`config.mk`:
```
export PLATFORM = sky130hd
export DESIGN_NAME = power_led_host_mode_config
export DESIGN_NICKNAME = d
export VERILOG_FILES = /design/src/design/plc_pkg.sv /design/src/design/led_drive_if.sv /design/src/design/led_indicator_drive.sv /design/src/design/power_led_host_mode_config.sv
export VERILOG_INCLUDE_DIRS = /design/src /design/src/design
export SDC_FILE = /design/constraint.sdc
export NUM_CORES = 1
export LEC_CHECK = 0
export ABC_CLOCK_PERIOD_IN_PS = 3000
export BUFFER_PORTS_ARGS = -buffer_cell sky130_fd_sc_hd__buf_2
export CAP_MARGIN = 20
export CORE_MARGIN = 2
export CORE_UTILIZATION = 38
export DETAILED_ROUTE_END_ITERATION = 8
export PLACE_DENSITY = 0.61
export SKIP_CTS_REPAIR_TIMING = 1
export SLEW_MARGIN = 20
export SYNTH_ARGS = -nofsm -noshare
export SYNTH_HDL_FRONTEND = slang
export SYNTH_SLANG_ARGS = --single-unit
```
`constraint.sdc`:
```
create_clock -name ref_clk_in -period 3 [get_ports ref_clk_in]
set_input_delay 0.6 -clock ref_clk_in [delete_from_list [all_inputs] [get_ports ref_clk_in]]
set_output_delay 0.6 -clock ref_clk_in [all_outputs]
set_load 0.005 [all_outputs]
```
`src/design/plc_regs.svh`:
```
// register offsets, field positions, reset values and timing for the power/led/host block
// assumes an 8-bit register address space and 8-bit data
`ifndef PLC_REGS_SVH
`define PLC_REGS_SVH
`define PMC_ADDR 8'hc3
`define SLEEP_ADDR 8'hc4
`define VIDHOST_ADDR 8'hc6
`define PMC_CPU_PD_BIT 7
`define PMC_SW_PD_BIT 6
`define PMC_LED_MODE_HI 5
`define PMC_LED_MODE_LO 4
`define PMC_LED_OUT_BIT 3
`define PMC_PLL_OFF_BIT 2
`define PMC_PM_MODE_HI 1
`define PMC_PM_MODE_LO 0
`define PMC_RESET 8'h00
`define PM_MODE_ENERGY 2'h1
`define SLEEP_RESET 8'h50
`define VID_PORTS_HI 6
`define VID_PORTS_LO 4
`define VID_PORTS_RESET 3'h0
`define HOST_MODE_HI 1
`define HOST_MODE_LO 0
`define CLK_PERIOD_NS 40
`define SLEEP_UNIT_NS 20000000
`define SLEEP_UNIT_CYCLES (`SLEEP_UNIT_NS / `CLK_PERIOD_NS)
`endif

```
`src/design/plc_pkg.sv`:
```
// types shared by the power/led/host configuration block
// assumes nothing beyond a SystemVerilog compiler
package plc_pkg;
   typedef enum logic [1:0] {
      host_i2c_master,
      host_i2c_slave,
      host_spi_slave,
      host_serial_management_port
   } host_mode_type;
   typedef enum logic [1:0] {
      led_linkact_speed,
      led_link_act,
      led_linkact_duplex,
      led_link_duplex
   } led_mode_type;
endpackage

```
`src/design/led_drive_if.sv`:
```
// carrier between the register core and the indicator pin driver
// assumes both ends share ref_clk_in
`timescale 1ns/10ps
interface led_drive_if;
   import plc_pkg::*;
   led_mode_type led_mode;
   logic debug_mode;
   logic link;
   logic speed100;
   logic full_duplex;
   logic activity;
   logic stretched_energy;
   logic device_ready;
   logic pin_zero_d;
   logic pin_one_d;
   modport core (output led_mode, debug_mode, link, speed100, full_duplex, activity, stretched_energy,
      device_ready, input pin_zero_d, pin_one_d);
   modport drive (input led_mode, debug_mode, link, speed100, full_duplex, activity, stretched_energy,
      device_ready, output pin_zero_d, pin_one_d);
endinterface

```
`src/design/led_indicator_drive.sv`:
```
// next value of both indicator pins, normal or debug
// assumes the core registers the pin values; blink flop frozen with clk_en_in
`timescale 1ns/10ps
module led_indicator_drive
   import plc_pkg::*;
#(
   parameter int BLINK_BITS = 20
) (
   input wire logic ref_clk_in, // core clock
   input wire logic reset_in, // synchronous, active high
   input wire logic clk_en_in, // freezes state when low
   led_drive_if.drive led // modes in, pin values out
);
   logic [BLINK_BITS-1:0] blink_q;
   logic blink;
   logic link_n;
   logic link_act_n;
   logic act_n;
   logic speed_n;
   logic duplex_n;
   logic norm_zero;
   logic norm_one;

   // free blink divider so activity shows as a visible toggle
   always_ff @(posedge ref_clk_in) begin
      if (reset_in)
         blink_q <= '0;
      else if (clk_en_in)
         blink_q <= blink_q + 1'b1;
   end

   assign blink = blink_q[BLINK_BITS-1];
   assign link_n = ~led.link;
   assign act_n = led.activity ? blink : 1'b1;
   assign link_act_n = link_n | (led.activity & blink);
   assign speed_n = ~(led.link & led.speed100);
   assign duplex_n = ~(led.link & led.full_duplex);
   assign norm_zero = (led.led_mode == led_link_act || led.led_mode == led_link_duplex) ? link_n : link_act_n;
   assign norm_one = (led.led_mode == led_linkact_speed) ? speed_n :
                     (led.led_mode == led_link_act) ? act_n : duplex_n;
   assign led.pin_zero_d = led.debug_mode ? ~led.device_ready : norm_zero;
   assign led.pin_one_d = led.debug_mode ? ~led.stretched_energy : norm_one;
endmodule

```
`src/design/power_led_host_mode_config.sv`:
```
// power saving, indicator pin and host interface mode configuration registers
// assumes an 8-bit register port from the management interface logic on the same clock,
// strap pins and the no-energy flag arrive asynchronously, link status comes from same-clock logic
`timescale 1ns/10ps
`include "plc_regs.svh"
module power_led_host_mode_config
   import plc_pkg::*;
#(
   parameter int SLEEP_UNIT = `SLEEP_UNIT_CYCLES
) (
   input wire logic ref_clk_in, // 25 MHz core clock
   input wire logic reset_in, // synchronous, active high, hold 4+ cycles
   input wire logic clk_en_in, // freezes state when low
   input wire logic [7:0] reg_addr_in, // register address
   input wire logic reg_wr_in, // one-cycle write strobe
   input wire logic reg_rd_in, // one-cycle read strobe
   input wire logic [7:0] reg_wdata_in, // write data
   output logic [7:0] reg_rdata_out, // read data, valid cycle after strobe
   input wire logic port_two_indicator_strap_high_in, // strap pin, async
   input wire logic port_two_indicator_strap_low_in, // strap pin, async
   input wire logic no_energy_in, // analog no-energy flag, async
   input wire logic stretched_energy_in, // analog stretched energy, same clock
   input wire logic device_ready_in, // internal device ready
   input wire logic link_in, // link up
   input wire logic speed100_in, // 100 Mbit link
   input wire logic full_duplex_in, // full duplex link
   input wire logic activity_in, // frame activity
   output logic indicator_pin_zero_out, // first led pin
   output logic indicator_pin_one_out, // second led pin
   output logic low_power_out, // device in low power state
   output logic pll_power_down_out, // pll power-down enable
   output logic [2:0] invalid_vid_ports_out, // forward ports for invalid VID
   output host_mode_type host_mode_out // host interface mode
);
   logic [7:0] pmc_q;
   logic [7:0] sleep_q;
   logic [2:0] vid_ports_q;
   host_mode_type host_mode_q;
   logic [2:0] strap_hi_s;
   logic [2:0] strap_lo_s;
   logic [2:0] no_energy_s;
   logic no_energy_q;
   logic [31:0] unit_cnt_q;
   logic [7:0] unit_tot_q;
   logic low_power_q;
   logic pin_zero_q;
   logic pin_one_q;
   logic [7:0] rdata_q;
   logic pmc_wr;
   logic sleep_wr;
   logic vid_wr;
   logic energy_detect_sleep;
   logic unit_done;
   logic [7:0] rdata_d;
   led_drive_if led ();

   function automatic logic hit(input logic [7:0] a, input logic [7:0] r);
      hit = (a == r);
   endfunction

   assign pmc_wr = reg_wr_in & hit(reg_addr_in, `PMC_ADDR);
   assign sleep_wr = reg_wr_in & hit(reg_addr_in, `SLEEP_ADDR);
   assign vid_wr = reg_wr_in & hit(reg_addr_in, `VIDHOST_ADDR);
   assign energy_detect_sleep = pmc_q[`PMC_PM_MODE_HI:`PMC_PM_MODE_LO] == `PM_MODE_ENERGY;
   assign unit_done = unit_cnt_q == SLEEP_UNIT - 1;
   // reserved bit and the unimplemented clock-source bits read as zero
   assign rdata_d = hit(reg_addr_in, `PMC_ADDR) ? pmc_q :
                    hit(reg_addr_in, `SLEEP_ADDR) ? sleep_q :
                    hit(reg_addr_in, `VIDHOST_ADDR) ? {1'b0, vid_ports_q, 2'b00, host_mode_q} : 8'h00;

   // three-stage synchronisers; stages not reset so straps are valid during reset
   always_ff @(posedge ref_clk_in) begin
      if (clk_en_in || reset_in) begin
         strap_hi_s <= {strap_hi_s[1:0], port_two_indicator_strap_high_in};
         strap_lo_s <= {strap_lo_s[1:0], port_two_indicator_strap_low_in};
         no_energy_s <= {no_energy_s[1:0], no_energy_in};
      end
   end

   always_ff @(posedge ref_clk_in) begin
      if (reset_in)
         no_energy_q <= 1'b0;
      else if (clk_en_in && no_energy_s[1] == no_energy_s[2])
         no_energy_q <= no_energy_s[2];
   end

   always_ff @(posedge ref_clk_in) begin
      if (reset_in) begin
         pmc_q <= `PMC_RESET;
         sleep_q <= `SLEEP_RESET;
         vid_ports_q <= `VID_PORTS_RESET;
      end else if (clk_en_in) begin
         if (pmc_wr)
            pmc_q <= reg_wdata_in;
         if (sleep_wr)
            sleep_q <= reg_wdata_in;
         if (vid_wr)
            vid_ports_q <= reg_wdata_in[`VID_PORTS_HI:`VID_PORTS_LO];
      end
   end

   // strap level taken every reset cycle, last value before release wins
   always_ff @(posedge ref_clk_in) begin
      if (reset_in)
         host_mode_q <= host_mode_type'({strap_hi_s[2], strap_lo_s[2]});
      else if (clk_en_in && vid_wr)
         host_mode_q <= host_mode_type'(reg_wdata_in[`HOST_MODE_HI:`HOST_MODE_LO]);
   end

   // consecutive no-energy time in 20 ms units; energy lasting two or more cycles restarts it
   always_ff @(posedge ref_clk_in) begin
      if (reset_in || (clk_en_in && (!energy_detect_sleep || !no_energy_q))) begin
         unit_cnt_q <= '0;
         unit_tot_q <= '0;
      end else if (clk_en_in) begin
         unit_cnt_q <= unit_done ? '0 : unit_cnt_q + 1'b1;
         if (unit_done && unit_tot_q != 8'hff)
            unit_tot_q <= unit_tot_q + 1'b1;
      end
   end

   always_ff @(posedge ref_clk_in) begin
      if (reset_in)
         low_power_q <= 1'b0;
      else if (clk_en_in)
         low_power_q <= energy_detect_sleep && no_energy_q && unit_tot_q >= sleep_q;
   end

   assign led.led_mode = led_mode_type'(pmc_q[`PMC_LED_MODE_HI:`PMC_LED_MODE_LO]);
   assign led.debug_mode = pmc_q[`PMC_LED_OUT_BIT];
   assign led.link = link_in;
   assign led.speed100 = speed100_in;
   assign led.full_duplex = full_duplex_in;
   assign led.activity = activity_in;
   assign led.stretched_energy = stretched_energy_in;
   assign led.device_ready = device_ready_in;

   led_indicator_drive u_led (
      .ref_clk_in(ref_clk_in),
      .reset_in(reset_in),
      .clk_en_in(clk_en_in),
      .led(led)
   );

   always_ff @(posedge ref_clk_in) begin
      if (reset_in) begin
         pin_zero_q <= 1'b1;
         pin_one_q <= 1'b1;
         rdata_q <= 8'h00;
      end else if (clk_en_in) begin
         pin_zero_q <= led.pin_zero_d;
         pin_one_q <= led.pin_one_d;
         if (reg_rd_in)
            rdata_q <= rdata_d;
      end
   end

   assign reg_rdata_out = rdata_q;
   assign indicator_pin_zero_out = pin_zero_q;
   assign indicator_pin_one_out = pin_one_q;
   assign low_power_out = low_power_q;
   // pll off only matters to software paired with energy detect mode
   assign pll_power_down_out = pmc_q[`PMC_PLL_OFF_BIT];
   assign invalid_vid_ports_out = vid_ports_q;
   assign host_mode_out = host_mode_q;
endmodule

```
==> results.py <==
metrics = {
    "timing": {
        "hold_viol_final": 0,
        "fin_worst_skew_ns": 0.00820,
        "rsz0062_at_grt": "no",
        "tightest_slew_ns": 0.957,
        "timing.slew.headroom_pct": 35.7,
        "whs_ns": 0.422,
        "post-route-period-util_pct": 87.3,
        "finalSetupViolCount": 0,
        "max_freq_mhz": 382,
        "layout_min_cycle_time_ns": 2.62,
        "totalNegativeSetupSlack_ns": 0,
        "slew_violations": 0,
    },
    "yosys": {
        "ys_warn_count": 0,
        "netlist.area_leader.share_pct": 39.8,
        "synth.distinct_cells": 51,
        "synth-seq-area-share_pct": 47.0,
        "synthTopCellsByArea": "dfxtp_1 40%, nor2_1 7.7%, edfxtp_1 7.2%, xor2_1 6.5%, mux2i_1 4.8%",
        "synthArstFlopShare_pct": 0,
        "dominantRegCellSynth": "dfxtp_1",
        "syn_inst": 504,
        "ys_seq_elements": 102,
        "yosys.area.top_type": "dfxtp_1",
        "netlist_area_sq_um": 4580,
        "synth_edf_count": 11,
        "syn_avg_cell_area_sq_um": 9.09,
        "syn-num-nets": 545,
    },
    "pwr": {
        "internal_power_w": 0.00216,
        "power_frac_comb_pct": 4.3,
        "p_leak_nw": 1.95,
        "seqPwrFrac_pct": 51.9,
        "powerDensity_nw_per_um2": 517,
        "vdd_drop_max_mv": 0.246,
        "clkPwrFrac_pct": 43.8,
        "p_sw_share_pct": 21.3,
        "switchingPower_w": 0.000584,
    },
    "drt": {
        "drc_errors": 0,
        "drtPass1Iterations": 4,
        "vias": 3720,
        "wl_per_cell_um": 14.1,
        "first_iter_violations": 203,
        "avgViaCountPerCell": 5.26,
        "wl_um": 9940,
        "ant_nets": 0,
    },
    "layout": {
        "diodes": 0,
        "layout.cells.most_common_list": "94 x nor2_1, 91 x dfxtp_1, 46 x buf_2",
        "final_nets": 596,
        "seqCellArea_sq_um": 2150,
        "drive_gt1_share_pct": 14.8,
        "multiInputGateArea_sq_um": 2290,
        "syn_to_final_growth_pct": 15.9,
        "layout_commonest_cell": "nor2_1",
        "fillerInstances": 1130,
        "fin_util_pct": 44.8,
        "design_area_sq_um": 5310,
    },
    "global_routing": {
        "grt.total_usage_pct": 15.9,
        "antenna_found_initial": 0,
        "overflow": 0,
        "grt_pass1_wl_um": 16500,
        "grt_max_degree": 54,
        "grt_pass1_vias": 3440,
    },
    "worst_setup_path": {
        "cp-end-kind": "flop",
        "cp.arrival_ns": 2.89,
        "critPathKind": "reg2reg",
        "cp-start-kind": "flop",
        "ff2ff_path_depth": 5,
        "r2r_setup_slack_ns": 0.38,
        "cp.required_ns": 3.27,
        "r2r_start": "unit_cnt_q[6]$_SDFFE_PP0P_",
        "cp_max_fo": 7,
        "r2r_end": "unit_tot_q[4]$_SDFFE_PP0P_",
    },
    "job": {
        "maxCapViolCount": 0,
    },
    "status": {
        "run_status": "finished, final reports clean",
    },
    "cts": {
        "cts.sink_count": 102,
        "clk_latency_ns": 0.34,
        "cts_buffer_depth": 2,
        "numCtsBuffers": 9,
        "htreeDepth": 3,
        "cts_tree": "done",
        "clock-root-buffer": "clkbuf_16",
        "clk_pin_slew_worst_paths_ns": 0.07,
    },
    "place": {
        "dpl.hpwl_um": 7240,
        "io_buffers": 46,
        "dpl_cell_area_sq_um": 5000,
        "gp_congestion": 0.810,
    },
    "die": {
        "core_sq_um": 11900,
        "boundaryPins": 47,
        "fp.dieH_um": 114,
        "rows": 40,
        "initial_core_util_pct": 38.6,
        "die_width_um": 114,
        "fp.dieArea_sq_um": 12900,
    },
    "worst_hold_path": {
        "min_to": "strap_hi_s[1]$_DFFE_PP_",
        "min-delay-start": "strap_hi_s[0]$_DFFE_PP_",
        "hold_class": "reg2reg",
        "min_path_cells": 0,
    },
}
-- registers in the layout, indices dropped and copies added, names as in the netlist, 3 cells and up --
register               count
invalid_vid_ports_out      3
no_energy_s                3
pmc_q                      8
reg_rdata_out              8
sleep_q                    8
strap_hi_s                 3
strap_lo_s                 3
u_led.blink_q             20
unit_cnt_q                32
unit_tot_q                 8
-- worst max-delay path, cell delays in order (launching register included) --
cell	delay, ns
dfxtp_1	0.36
or4b_1	0.54
or4_4	0.53
or3_1	0.46
or4_1	0.51
a21oi_1	0.15
-- metal layers --
metal	share of wire, %	wire length, um	GRT usage (%)
met1	48	4790	21.7
met4	2.0	202	6.02
met5	0	0	0
met3	5.0	498	3.29
met2	45	4450	25.0
-- worst max path at each step --
| stage | from | to | depth (start not counted) | slack [ns] |
|---|---|---|---|---|
| 2_1_floorplan | reg_addr_in[1] | pmc_q[0]$_SDFFE_PP0P_ | 7 | 0.36 |
| 3_3_place_gp | unit_cnt_q[11]$_SDFFE_PP0P_ | unit_tot_q[4]$_SDFFE_PP0P_ | 5 | 0.47 |
| 3_5_place_dp | unit_cnt_q[6]$_SDFFE_PP0P_ | unit_tot_q[4]$_SDFFE_PP0P_ | 5 | 0.42 |
| 4_1_cts | unit_cnt_q[6]$_SDFFE_PP0P_ | unit_tot_q[4]$_SDFFE_PP0P_ | 5 | 0.39 |
| 5_1_grt | unit_cnt_q[6]$_SDFFE_PP0P_ | unit_tot_q[2]$_SDFFE_PP0P_ | 5 | 0.32 |
| 6_report | unit_cnt_q[6]$_SDFFE_PP0P_ | unit_tot_q[4]$_SDFFE_PP0P_ | 5 | 0.38 |
-- logic make-up after synthesis --
| family | count (synthesis) | synth area share, % |
|---|---|---|
| AOI/OAI and AO/OA | 60 | 8.80 |
| xor gates and xnor gates | 44 | 8.42 |
| adders and majority gates | 11 | 3.01 |
| buffers and inverters | 33 | 3.01 |
| DFF | 102 | 47.0 |
| muxes | 24 | 5.30 |
| and+or+nand+nor | 230 | 24.5 |
-- power groups by stage --
stage               logic (W)  clock network [W]  registers (W)
global route         0.000132            0.00129        0.00143
finish               0.000119            0.00120        0.00142
global placement     0.000117                  0        0.00145
floorplan           0.0000671                  0        0.00145
CTS                  0.000120            0.00123        0.00142
detailed placement   0.000119                  0        0.00146
-- synthesized netlist by cell type, types with 2 or more instances --
cell type  instances
and3_1             4
xor2_1            34
a41o_1             2
o21a_1             2
nor3_1            16
xnor2_1           10
and3_2             2
o21ai_0           11
nor2_1            94
buf_2              3
a211o_1            4
ha_1              11
or4_1              4
buf_1              4
o21ba_2            2
mux2_2             2
clkbuf_1           9
nor3_2             2
a21o_1             2
or2_2              2
inv_1             16
edfxtp_1          11
dfxtp_1           91
a211oi_1           7
a21oi_1           16
mux2i_1           22
nand3b_1           4
nand2_1           36
o41ai_1            2
nand3_1           24
nand2b_1           2
or4b_1             2
a221oi_1           3
o31ai_1            2
a31oi_1            3
nand4_1           17
and4_1             4
or3_1              4
nor4_1             6
-- cell type report --
| class | count | area share, % |
|---|---|---|
| clock inverters | 4 | 0.990 |
| multi-input cells | 369 | 43.1 |
| inverters | 16 | 1.13 |
| repair buffers | 57 | 5.89 |
| well taps | 147 | 3.46 |
| clock buffers | 12 | 4.86 |
| flip-flops and latches | 102 | 40.5 |
-- metrics by stage --
stage,total power (W),cells,setup WS (ns)
finish,0.00275,707,0.381
global route,0.00285,707,0.319
CTS,0.00278,707,0.394
detailed placement,0.00157,691,0.422
global placement,0.00157,691,0.471
floorplan,0.00152,504,0.363
No activity file was read; power rests on OpenSTA's default activity.
